File: src/fault_resp_regs.svh
// Purpose: Register offsets, fields, reset values and counts of the fault response block
// Assumes: 32-bit Avalon-MM data, byte addresses, word aligned registers
// Notes:   Included by bare name
`ifndef FAULT_RESP_REGS_SVH
`define FAULT_RESP_REGS_SVH

`define FR_ADDR_W         8
`define FR_OFS_CTRL       8'h00
`define FR_OFS_ACTION     8'h04
`define FR_OFS_STOPMODE   8'h08
`define FR_OFS_SMALLMOD   8'h0c
`define FR_OFS_DENSEMOD   8'h10
`define FR_OFS_STATUS     8'h14
`define FR_OFS_IRQSTAT    8'h18
`define FR_OFS_IRQMASK    8'h1c
`define FR_OFS_WDTKICK    8'h20
`define FR_OFS_WDTLOAD    8'h24

`define FR_CTRL_CPU_LO    0
`define FR_CTRL_CPU_HI    1
`define FR_CTRL_PFIMM     2
`define FR_CTRL_DEBUG     3
`define FR_CTRL_FAILREQ   4
`define FR_CTRL_ROUTINE   5
`define FR_CTRL_WDTEN     6
`define FR_CTRL_W         7

`define FR_CTRL_RST       7'h00
`define FR_ACT1_RST       8'hff
`define FR_ACT2_RST       8'h00
`define FR_STOPMODE_RST   8'h00
`define FR_SMALLMOD_RST   8'hff
`define FR_DENSEMOD_RST   8'h00
`define FR_IRQMASK_RST    5'h00

`define FR_IRQ_MAJOR      0
`define FR_IRQ_MODERATE   1
`define FR_IRQ_MINOR      2
`define FR_IRQ_WDT        3
`define FR_IRQ_PWRFAIL    4
`define FR_IRQ_W          5

`define FR_WDT_W          24
`define FR_WDT_LOAD_RST   24'h9c4000

`endif

File: src/fault_resp_pkg.sv
// Purpose: Types of the fault response block
// Assumes: Nothing beyond the register header
// Notes:   CPU kind values are the CTRL cpu field
`default_nettype none
package fault_resp_pkg;
  typedef enum logic [1:0] {
    CPU_SEQ,
    CPU_PROG,
    CPU_OSFREE,
    CPU_STD
  } cpu_kind_t;
endpackage : fault_resp_pkg
`default_nettype wire

File: src/sev_if.sv
// Purpose: Carries error inputs, action settings and severity results
// Assumes: One clock domain
// Notes:   Between the top and the severity classifier
`default_nettype none
interface sev_if #(parameter int NCFG = 8);
  logic [NCFG-1:0] cfgErr1;
  logic [NCFG-1:0] cfgErr2;
  logic [NCFG-1:0] stop1;
  logic [NCFG-1:0] stop2;
  logic            fixedMajor;
  logic            fixedModerate;
  logic            fixedMinor;
  logic            powerFail;
  logic            major;
  logic            moderate;
  logic            minor;
  modport src (output cfgErr1, cfgErr2, stop1, stop2, fixedMajor, fixedModerate,
               fixedMinor, powerFail, input major, moderate, minor);
  modport cls (input cfgErr1, cfgErr2, stop1, stop2, fixedMajor, fixedModerate,
               fixedMinor, powerFail, output major, moderate, minor);
endinterface : sev_if
`default_nettype wire

File: src/fault_severity_output_response.sv
// Purpose: Fault response of a controller CPU: lamps, fail contacts, output hold/reset
// Assumes: Error inputs come from other domains; Avalon-MM register access
// Notes:   Contact outputs high means contact closed
// Functional notes
// Group one items: Stop moderate, Run minor, Stop
// Group two items default Run, minor
// Standard power dip: A open, B closed, hold
// Immediate power dip: A closed, reset ordinary
// Sequence stop resets small RESET modules only
// HOLD setting holds outputs on stop
// Language CPU moderate: fault lamp, hold all
// Language CPU minor: warning lamp, continue
// Debug mode lights warning lamp
// OS-free request or watchdog closes A
// OS-free hold/reset per 8 points, HOLD
// Standard CPU stop/routine/ready-off closes A
// Standard CPU stop mode per 8, HOLD
// Advanced module relays always held on stop
// Normal: A open, B closed; reset closes A
`default_nettype none
`include "fault_resp_regs.svh"
module fault_severity_output_response
  import fault_resp_pkg::*;
#(
  parameter int                 NGRP     = 8,
  parameter int                 NCFG     = 8,
  parameter logic [`FR_WDT_W-1:0] WDT_LOAD = `FR_WDT_LOAD_RST
)(
  input  wire logic                  clk,
  input  wire logic                  nrst,
  input  wire logic [`FR_ADDR_W-1:0] address,
  input  wire logic                  read,
  input  wire logic                  write,
  input  wire logic [31:0]           writedata,
  output logic      [31:0]           readdata,
  output logic                       waitrequest,
  input  wire logic [NCFG-1:0]       cfgErr1,
  input  wire logic [NCFG-1:0]       cfgErr2,
  input  wire logic                  fixedMajor,
  input  wire logic                  fixedModerate,
  input  wire logic                  fixedMinor,
  input  wire logic                  powerFail,
  input  wire logic                  ioErrInterrupt,
  output logic                       failContactA,
  output logic                       failContactB,
  output logic                       readyLamp,
  output logic                       faultLamp,
  output logic                       warningLamp,
  output logic      [NGRP-1:0]       outReset,
  output logic                       irq
);
  localparam int NPIN = 2 * NCFG + 5;

  logic [NPIN-1:0]         pinMeta_q;
  logic [NPIN-1:0]         pinSync_q;
  logic [31:0]             readdata_q;
  logic                    waitrequest_q;
  logic [`FR_CTRL_W-1:0]   ctrl_q;
  logic [NCFG-1:0]         stop1_q;
  logic [NCFG-1:0]         stop2_q;
  logic [NGRP-1:0]         stopMode_q;
  logic [NGRP-1:0]         smallMod_q;
  logic [NGRP-1:0]         denseMod_q;
  logic [`FR_IRQ_W-1:0]    irqStat_q;
  logic [`FR_IRQ_W-1:0]    irqMask_q;
  logic [`FR_IRQ_W-1:0]    evPrev_q;
  logic [`FR_WDT_W-1:0]    wdtLoad_q;
  logic [`FR_WDT_W-1:0]    wdtCnt_q;
  logic                    wdtTimeout_q;
  logic                    failContactA_q;
  logic                    failContactB_q;
  logic                    readyLamp_q;
  logic                    faultLamp_q;
  logic                    warningLamp_q;
  logic [NGRP-1:0]         outReset_q;
  logic                    irq_q;
  logic                    acc;
  logic                    wrEn;
  logic                    rdEn;
  logic                    kick;
  logic                    pfSync;
  logic                    ioIntSync;
  logic [`FR_IRQ_W-1:0]    evNow;
  logic [`FR_IRQ_W-1:0]    evRise;
  logic                    failA;
  logic [NGRP-1:0]         rstGrp;
  logic [31:0]             rdVal;
  cpu_kind_t               cpuKind;
  logic                    pfImm;
  logic                    errStop;
  logic                    readyOff;
  logic                    osfFail;

  sev_if #(.NCFG(NCFG)) sev ();

  function automatic logic hit(input logic [`FR_ADDR_W-1:0] ofs);
    hit = (address == ofs);
  endfunction : hit

  function automatic logic [NGRP-1:0] heldMask(input logic [NGRP-1:0] sel,
                                                 input logic [NGRP-1:0] dense);
    heldMask = sel & ~dense;
  endfunction : heldMask

  // Two-flop synchronisers on all pin inputs
  always_ff @(posedge clk or negedge nrst) begin
    if (!nrst) begin
      pinMeta_q <= '0;
      pinSync_q <= '0;
    end else begin
      pinMeta_q <= {ioErrInterrupt, powerFail, fixedMinor, fixedModerate, fixedMajor,
                    cfgErr2, cfgErr1};
      pinSync_q <= pinMeta_q;
    end
  end

  assign pfSync    = pinSync_q[2*NCFG+3];
  assign ioIntSync = pinSync_q[2*NCFG+4];
  assign cpuKind   = cpu_kind_t'(ctrl_q[`FR_CTRL_CPU_HI:`FR_CTRL_CPU_LO]);

  assign pfImm    = pfSync & ctrl_q[`FR_CTRL_PFIMM];
  assign errStop  = sev.major | sev.moderate;
  assign readyOff = ~readyLamp_q;
  assign osfFail  = ctrl_q[`FR_CTRL_FAILREQ] | wdtTimeout_q;

  assign sev.cfgErr1       = pinSync_q[NCFG-1:0];
  assign sev.cfgErr2       = pinSync_q[2*NCFG-1:NCFG];
  assign sev.fixedMajor    = pinSync_q[2*NCFG];
  assign sev.fixedModerate = pinSync_q[2*NCFG+1];
  assign sev.fixedMinor    = pinSync_q[2*NCFG+2] | ioIntSync;
  assign sev.powerFail     = pfSync;
  assign sev.stop1         = stop1_q;
  assign sev.stop2         = stop2_q;

  severity_classifier u_cls (
    .clk  (clk),
    .nrst (nrst),
    .sev  (sev)
  );

  // Avalon-MM slave: one wait cycle, then the access completes
  assign acc  = read | write;
  assign wrEn = write & ~waitrequest_q;
  assign rdEn = read & waitrequest_q;

  always_comb begin
    kick = wrEn & hit(`FR_OFS_WDTKICK);
  end

  always_ff @(posedge clk or negedge nrst) begin
    if (!nrst) begin
      waitrequest_q <= 1'b1;
    end else begin
      waitrequest_q <= ~(acc & waitrequest_q);
    end
  end

  always_comb begin
    rdVal = 32'h0000_0000;
    if (hit(`FR_OFS_CTRL)) begin
      rdVal[`FR_CTRL_W-1:0] = ctrl_q;
    end else if (hit(`FR_OFS_ACTION)) begin
      rdVal[2*NCFG-1:0] = {stop2_q, stop1_q};
    end else if (hit(`FR_OFS_STOPMODE)) begin
      rdVal[NGRP-1:0] = stopMode_q;
    end else if (hit(`FR_OFS_SMALLMOD)) begin
      rdVal[NGRP-1:0] = smallMod_q;
    end else if (hit(`FR_OFS_DENSEMOD)) begin
      rdVal[NGRP-1:0] = denseMod_q;
    end else if (hit(`FR_OFS_STATUS)) begin
      rdVal[7:0] = {wdtTimeout_q, sev.minor, sev.moderate, sev.major, warningLamp_q,
                    faultLamp_q, failContactB_q, failContactA_q};
      rdVal[8+NGRP-1:8] = outReset_q;
    end else if (hit(`FR_OFS_IRQSTAT)) begin
      rdVal[`FR_IRQ_W-1:0] = irqStat_q;
    end else if (hit(`FR_OFS_IRQMASK)) begin
      rdVal[`FR_IRQ_W-1:0] = irqMask_q;
    end else if (hit(`FR_OFS_WDTLOAD)) begin
      rdVal[`FR_WDT_W-1:0] = wdtLoad_q;
    end else if (hit(`FR_OFS_WDTKICK)) begin
      rdVal[`FR_WDT_W-1:0] = wdtCnt_q;
    end
  end

  always_ff @(posedge clk or negedge nrst) begin
    if (!nrst) begin
      readdata_q <= 32'h0000_0000;
    end else if (rdEn) begin
      readdata_q <= rdVal;
    end
  end

  // Configuration registers
  always_ff @(posedge clk or negedge nrst) begin
    if (!nrst) begin
      ctrl_q     <= `FR_CTRL_RST;
      stop1_q    <= `FR_ACT1_RST;
      stop2_q    <= `FR_ACT2_RST;
      stopMode_q <= `FR_STOPMODE_RST;
      smallMod_q <= `FR_SMALLMOD_RST;
      denseMod_q <= `FR_DENSEMOD_RST;
      irqMask_q  <= `FR_IRQMASK_RST;
      wdtLoad_q  <= WDT_LOAD;
    end else if (wrEn) begin
      if (hit(`FR_OFS_CTRL)) begin
        ctrl_q <= writedata[`FR_CTRL_W-1:0];
      end else if (hit(`FR_OFS_ACTION)) begin
        stop1_q <= writedata[NCFG-1:0];
        stop2_q <= writedata[2*NCFG-1:NCFG];
      end else if (hit(`FR_OFS_STOPMODE)) begin
        stopMode_q <= writedata[NGRP-1:0];
      end else if (hit(`FR_OFS_SMALLMOD)) begin
        smallMod_q <= writedata[NGRP-1:0];
      end else if (hit(`FR_OFS_DENSEMOD)) begin
        denseMod_q <= writedata[NGRP-1:0];
      end else if (hit(`FR_OFS_IRQMASK)) begin
        irqMask_q <= writedata[`FR_IRQ_W-1:0];
      end else if (hit(`FR_OFS_WDTLOAD)) begin
        wdtLoad_q <= writedata[`FR_WDT_W-1:0];
      end
    end
  end

  // Watchdog for the OS-free CPU
  always_ff @(posedge clk or negedge nrst) begin
    if (!nrst) begin
      wdtCnt_q     <= WDT_LOAD;
      wdtTimeout_q <= 1'b0;
    end else if (!ctrl_q[`FR_CTRL_WDTEN] || kick) begin
      wdtCnt_q     <= wdtLoad_q;
      wdtTimeout_q <= 1'b0;
    end else if (wdtCnt_q == '0) begin
      wdtTimeout_q <= 1'b1;
    end else begin
      wdtCnt_q <= wdtCnt_q - 1'b1;
    end
  end

  // Fail contact and output group decisions
  always_comb begin
    failA  = 1'b0;
    rstGrp = '0;
    case (cpuKind)
      CPU_SEQ: begin
        failA = errStop;
        if (failA) begin
          rstGrp = heldMask(stopMode_q & smallMod_q, denseMod_q);
        end
      end
      CPU_PROG: begin
        failA = sev.major;
        if (sev.major) begin
          rstGrp = heldMask(stopMode_q, denseMod_q);
        end
      end
      CPU_OSFREE: begin
        failA = osfFail;
        if (failA) begin
          rstGrp = heldMask(stopMode_q, denseMod_q);
        end
      end
      default: begin
        failA = errStop | ctrl_q[`FR_CTRL_ROUTINE] | readyOff;
        if (failA) begin
          rstGrp = heldMask(stopMode_q, denseMod_q);
        end
      end
    endcase
    if (pfImm) begin
      failA  = 1'b1;
      rstGrp = rstGrp | heldMask({NGRP{1'b1}}, denseMod_q);
    end
  end

  // Contacts: reset stands for the unpowered state
  always_ff @(posedge clk or negedge nrst) begin
    if (!nrst) begin
      failContactA_q <= 1'b1;
      failContactB_q <= 1'b0;
    end else begin
      failContactA_q <= failA;
      failContactB_q <= ~failA;
    end
  end

  always_ff @(posedge clk or negedge nrst) begin
    if (!nrst) begin
      outReset_q <= '0;
    end else begin
      outReset_q <= rstGrp;
    end
  end

  // Lamps
  always_ff @(posedge clk or negedge nrst) begin
    if (!nrst) begin
      readyLamp_q   <= 1'b0;
      faultLamp_q   <= 1'b0;
      warningLamp_q <= 1'b0;
    end else begin
      readyLamp_q   <= ~sev.major;
      faultLamp_q   <= sev.moderate;
      warningLamp_q <= sev.minor | ctrl_q[`FR_CTRL_DEBUG];
    end
  end

  // Sticky event flags, write one to clear, set wins
  assign evNow = {pfSync, wdtTimeout_q, sev.minor, sev.moderate, sev.major};
  assign evRise = evNow & ~evPrev_q;

  always_ff @(posedge clk or negedge nrst) begin
    if (!nrst) begin
      evPrev_q  <= '0;
      irqStat_q <= '0;
    end else begin
      evPrev_q <= evNow;
      if (wrEn && hit(`FR_OFS_IRQSTAT)) begin
        irqStat_q <= (irqStat_q & ~writedata[`FR_IRQ_W-1:0]) | evRise;
      end else begin
        irqStat_q <= irqStat_q | evRise;
      end
    end
  end

  always_ff @(posedge clk or negedge nrst) begin
    if (!nrst) begin
      irq_q <= 1'b0;
    end else begin
      irq_q <= |(irqStat_q & irqMask_q);
    end
  end

  assign readdata     = readdata_q;
  assign waitrequest  = waitrequest_q;
  assign failContactA = failContactA_q;
  assign failContactB = failContactB_q;
  assign readyLamp    = readyLamp_q;
  assign faultLamp    = faultLamp_q;
  assign warningLamp  = warningLamp_q;
  assign outReset     = outReset_q;
  assign irq          = irq_q;
endmodule : fault_severity_output_response
`default_nettype wire

File: src/severity_classifier.sv
// Purpose: Sorts active error items into major, moderate and minor
// Assumes: Inputs already synchronised to clk
// Notes:   Outputs registered
`default_nettype none
module severity_classifier
  import fault_resp_pkg::*;
(
  input  wire logic clk,
  input  wire logic nrst,
  sev_if.cls        sev
);
  logic majorQ;
  logic moderateQ;
  logic minorQ;
  logic stopHit;
  logic runHit;

  always_comb begin
    stopHit = |(sev.cfgErr1 & sev.stop1) | |(sev.cfgErr2 & sev.stop2);
    runHit  = |(sev.cfgErr1 & ~sev.stop1) | |(sev.cfgErr2 & ~sev.stop2);
  end

  always_ff @(posedge clk or negedge nrst) begin
    if (!nrst) begin
      majorQ    <= 1'b0;
      moderateQ <= 1'b0;
      minorQ    <= 1'b0;
    end else begin
      majorQ    <= sev.fixedMajor;
      moderateQ <= sev.fixedModerate | stopHit;
      minorQ    <= sev.fixedMinor | runHit | sev.powerFail;
    end
  end

  assign sev.major    = majorQ;
  assign sev.moderate = moderateQ;
  assign sev.minor    = minorQ;
endmodule : severity_classifier
`default_nettype wire

File: config.mk
export PLATFORM = sky130hd
export DESIGN_NAME = fault_severity_output_response
export DESIGN_NICKNAME = d
export VERILOG_FILES = /design/src/fault_resp_pkg.sv /design/src/sev_if.sv /design/src/fault_severity_output_response.sv /design/src/severity_classifier.sv
export VERILOG_INCLUDE_DIRS = /design/src
export SDC_FILE = /design/constraint.sdc
export NUM_CORES = 1
export LEC_CHECK = 0
export ABC_AREA = 1
export ABC_CLOCK_PERIOD_IN_PS = 1900
export BUFFER_PORTS_ARGS = -buffer_cell sky130_fd_sc_hd__buf_2
export CORE_UTILIZATION = 44
export CTS_CLUSTER_SIZE = 40
export DETAILED_ROUTE_END_ITERATION = 6
export GPL_ROUTABILITY_DRIVEN = 1
export PLACE_DENSITY = 0.62
export SYNTH_ARGS = -nofsm -noshare
export SYNTH_HDL_FRONTEND = slang
export SYNTH_SLANG_ARGS = --single-unit
export TNS_END_PERCENT = 5
File: constraint.sdc
create_clock -name clk -period 1.9 [get_ports clk]
set_input_delay 0.57 -clock clk [delete_from_list [all_inputs] [get_ports clk]]
set_output_delay 0.57 -clock clk [all_outputs]
set_load 0.005 [all_outputs]
==> impl_metrics.ini <==
[worst_setup_path]
critPathBufInv = 3
crit_family = simple AND/OR/NAND/NOR gates
crit_type = reg2reg
crit_path_max_fanout = 4
startpoint_type = register
cp.required_ns = 2.23
slowest_stage = dfrtp_1
path_cells = inv_1 > ha_2 > nand3_1 > inv_1 > nand2_1 > nor3b_2 > buf_4 > nand2_1 > xor2_1 > nand2_1 > o21ai_2
slowest_delay_ns = 0.38
cp.arrival_ns = 2.15
end_kind = register
crit_top_cell = nand2_1

[finish]
nNetsFinal = 1164
syn_to_final_growth_pct = 21.5
utilization_pct = 55.0
fin_area_sq_um = 10400
drive_above_1_share_pct = 23.9
n_antenna_cell = 0

[logic_synthesis]
synthArstFlopShare_pct = 100
synthFlopType = dfrtp_1
synth_seq_cells = 194
yosysTopAreaCellShare_pct = 48.6
synth_top_area_cell = dfrtp_1
synth_most_common_cell = nand2_1
yosysWarnings = 0
synthTopCellsByArea = dfrtp_1 (49%), nand2_1 (10%), dfstp_2 (8.6%)
synth.distinct_cells = 45
ys_seq_area_share_pct = 57.2
synth_edf_count = 0
synth_cells = 947
syn_avg_cell_area_sq_um = 9.03
netlist_area_sq_um = 8550
yosys-top-cells-count = nand2_1 (231), dfrtp_1 (166), inv_1 (102)

[timing]
finClkSkew_ns = 0.0158
setup-violations-final = 0
rsz0062_at_grt = yes
max_freq_mhz = 552
post-route-period-util_pct = 95.4
hold_violations = 0
fin_setup_tns_ns = 0
drv_slew = 0
min_period_ns = 1.81

[flow_run]
maxCapViolations = 0

[floorplanning]
die_w_um = 141
die_area_sq_um = 20000
row_count = 50
core_area_sq_um = 18900
start_util_pct = 45.3
io_pins = 112
die_y_um = 141

[placed_design]
place_congestion = 0.883
placed_area_sq_um = 9770
dp_hpwl_mm = 16.2
portBuffers = 95

[clock_network]
ctsHoldBuffers = 0
cts_buffers = 17
cts_max_path_buffers = 2
htreeDepth = 4
root_buffer = clkbuf_16
clock_sinks = 194
clk-insertion-delay-late_ns = 0.44
path_clk_slew_ns = 0.08
cts_tree = done

[detailed_routing]
wl_per_cell_um = 16.0
finalWirelength_mm = 21.9
drt_pass1_iterations = 5
drc = 0
drt_iter0_markers = 464
dr_total_vias = 6852
ant_nets = 0
viasPerCell = 5.00

[pwr]
peakVddDrop_mv = 0.622
powerDensity_nw_per_um2 = 863
leakage_nw = 5.07

[hold_path]
hold_path_class = in2async

[grt]
grt_antenna_before_repair = 1
grt_usage_pct = 23.4
grt_pass1_wl_mm = 35.5
grt_pass1_vias = 6691
grt_start_max_net_pins = 47
grt_overflow = 0

[run_status]
status = finished, final reports clean
power by group:
| part | total [mW] | internal [mW] | switching [mW] |
|---|---|---|---|
| combinational | 0.921 | 0.365 | 0.557 |
| sequential | 4.40 | 4.30 | 0.103 |
| clock | 3.64 | 1.89 | 1.74 |
per-stage QoR:
| step | cells | hold slack, ns | power [mW] | setup slack, ns |
|---|---|---|---|---|
| after global placement | 1339 | 0.332 | 5.38 | -0.0667 |
| after global routing | 1371 | 0.0260 | 9.31 | -0.0447 |
| after floorplan | 954 | 0.274 | 4.94 | 0.170 |
| after detailed placement | 1339 | 0.335 | 5.40 | -0.0761 |
| final | 1371 | 0.0150 | 8.96 | 0.0869 |
| after CTS | 1371 | 0.0172 | 9.03 | 0.00294 |
worst register-to-register path, cell delays in order, from the launching register on:
cell and delay (ns):
dfrtp_1 0.38, inv_1 0.12, ha_2 0.20, nand3_1 0.14, inv_1 0.12, nand2_1 0.09
nor3b_2 0.19, buf_4 0.16, nand2_1 0.06, xor2_1 0.14, nand2_1 0.07, o21ai_2 0.05
sequential cells by signal, indices dropped and copies added, names as in the netlist, 5 cells and up:
register,flops
readdata,24
wdtCnt_q,24
wdtLoad_q,24
pinMeta_q,21
pinSync_q,21
denseMod_q,8
outReset,8
sev.stop1,8
sev.stop2,8
smallMod_q,8
stopMode_q,8
ctrl_q,7
evPrev_q,5
irqMask_q,5
irqStat_q,5
placed cells by master, fill, tap and decap left out, types with 2 or more instances in the layout:
| master | netlist | routed |
|---|---|---|
| dfrtp_1 | 166 | 166 |
| nand3_2 | 3 | 3 |
| buf_12 | 0 | 10 |
| nand2_4 | 2 | 2 |
| nor3_1 | 18 | 17 |
| nor2_2 | 10 | 10 |
| nand2_2 | 3 | 3 |
| o22ai_1 | 17 | 17 |
| conb_1 | 1 | 8 |
| or2_2 | 6 | 6 |
| o21ai_2 | 10 | 10 |
| a22o_1 | 2 | 2 |
| a221oi_1 | 8 | 8 |
| nand4_1 | 12 | 12 |
| clkinv_8 | 0 | 4 |
| clkbuf_1 | 7 | 2 |
| inv_2 | 5 | 5 |
| inv_6 | 0 | 3 |
| clkbuf_16 | 0 | 17 |
| o21ai_1 | 17 | 17 |
| nor2_1 | 59 | 59 |
| buf_4 | 8 | 52 |
| a21oi_1 | 27 | 27 |
| xor2_1 | 19 | 19 |
| dfstp_2 | 28 | 28 |
| nand3_1 | 45 | 45 |
| nor2_4 | 4 | 4 |
| inv_1 | 102 | 102 |
| inv_8 | 0 | 3 |
| nand2_1 | 231 | 231 |
| buf_2 | 11 | 94 |
| nor4_1 | 9 | 9 |
| o21ai_0 | 95 | 95 |
| o2111ai_1 | 2 | 2 |
logic make-up (layout without fill, tap and decap cells):
kind of cell / count (synthesis) / in the layout / synth area share [%]
and+or+nand+nor: 406 / 406 / 21.0
DFF: 194 / 194 / 57.2
AOI/OAI and AO/OA: 185 / 185 / 12.4
buffers and inverters: 140 / 297 / 7.13
xor gates and xnor gates: 19 / 19 / 1.95
adders and majority gates: 1 / 1 / 0.146
other: 1 / 8 / 0.0439
muxes: 1 / 1 / 0.176
path summary, 6_finish.rpt:
kind,from,endpoint,slack [ns],cells past startpoint
min,nrst,irqMask_q[1],0.01,1
max,wdtCnt_q[0],wdtCnt_q[22],0.09,11
min reg2reg,pinMeta_q[7],pinSync_q[7],0.35,0
min in group clk,cfgErr2[4],pinMeta_q[12],0.23,1
max reg2reg,wdtCnt_q[0],wdtCnt_q[22],0.09,11
max in group asynchronous,nrst,failContactA,1.25,2
repair_timing:
item	in CTS	in global routing
resized for setup	0	3
setup buffers	0	0
setup endpoints to repair	0	7
routing by layer:
| metal | global-route usage (%) | up-vias | routed length, um |
|---|---|---|---|
| met2 | 38.8 | 173 | 10600 |
| met4 | 7.02 | 2 | 326 |
| li1 | - | 3384 | - |
| met3 | 3.58 | 31 | 839 |
| met1 | 31.8 | 3262 | 10100 |
| met5 | 0 | - | 13 |
area by class of cell:
class / instances / area [sq um]
clock buffer: 19 / 433
clock inverter: 13 / 169
fill: 1782 / 8500
inverter: 108 / 408
multi-input combinational: 620 / 3090
sequential: 194 / 4890
tap: 260 / 325
timing repair buffer: 157 / 1070
Power figures use the tool's default switching activity.
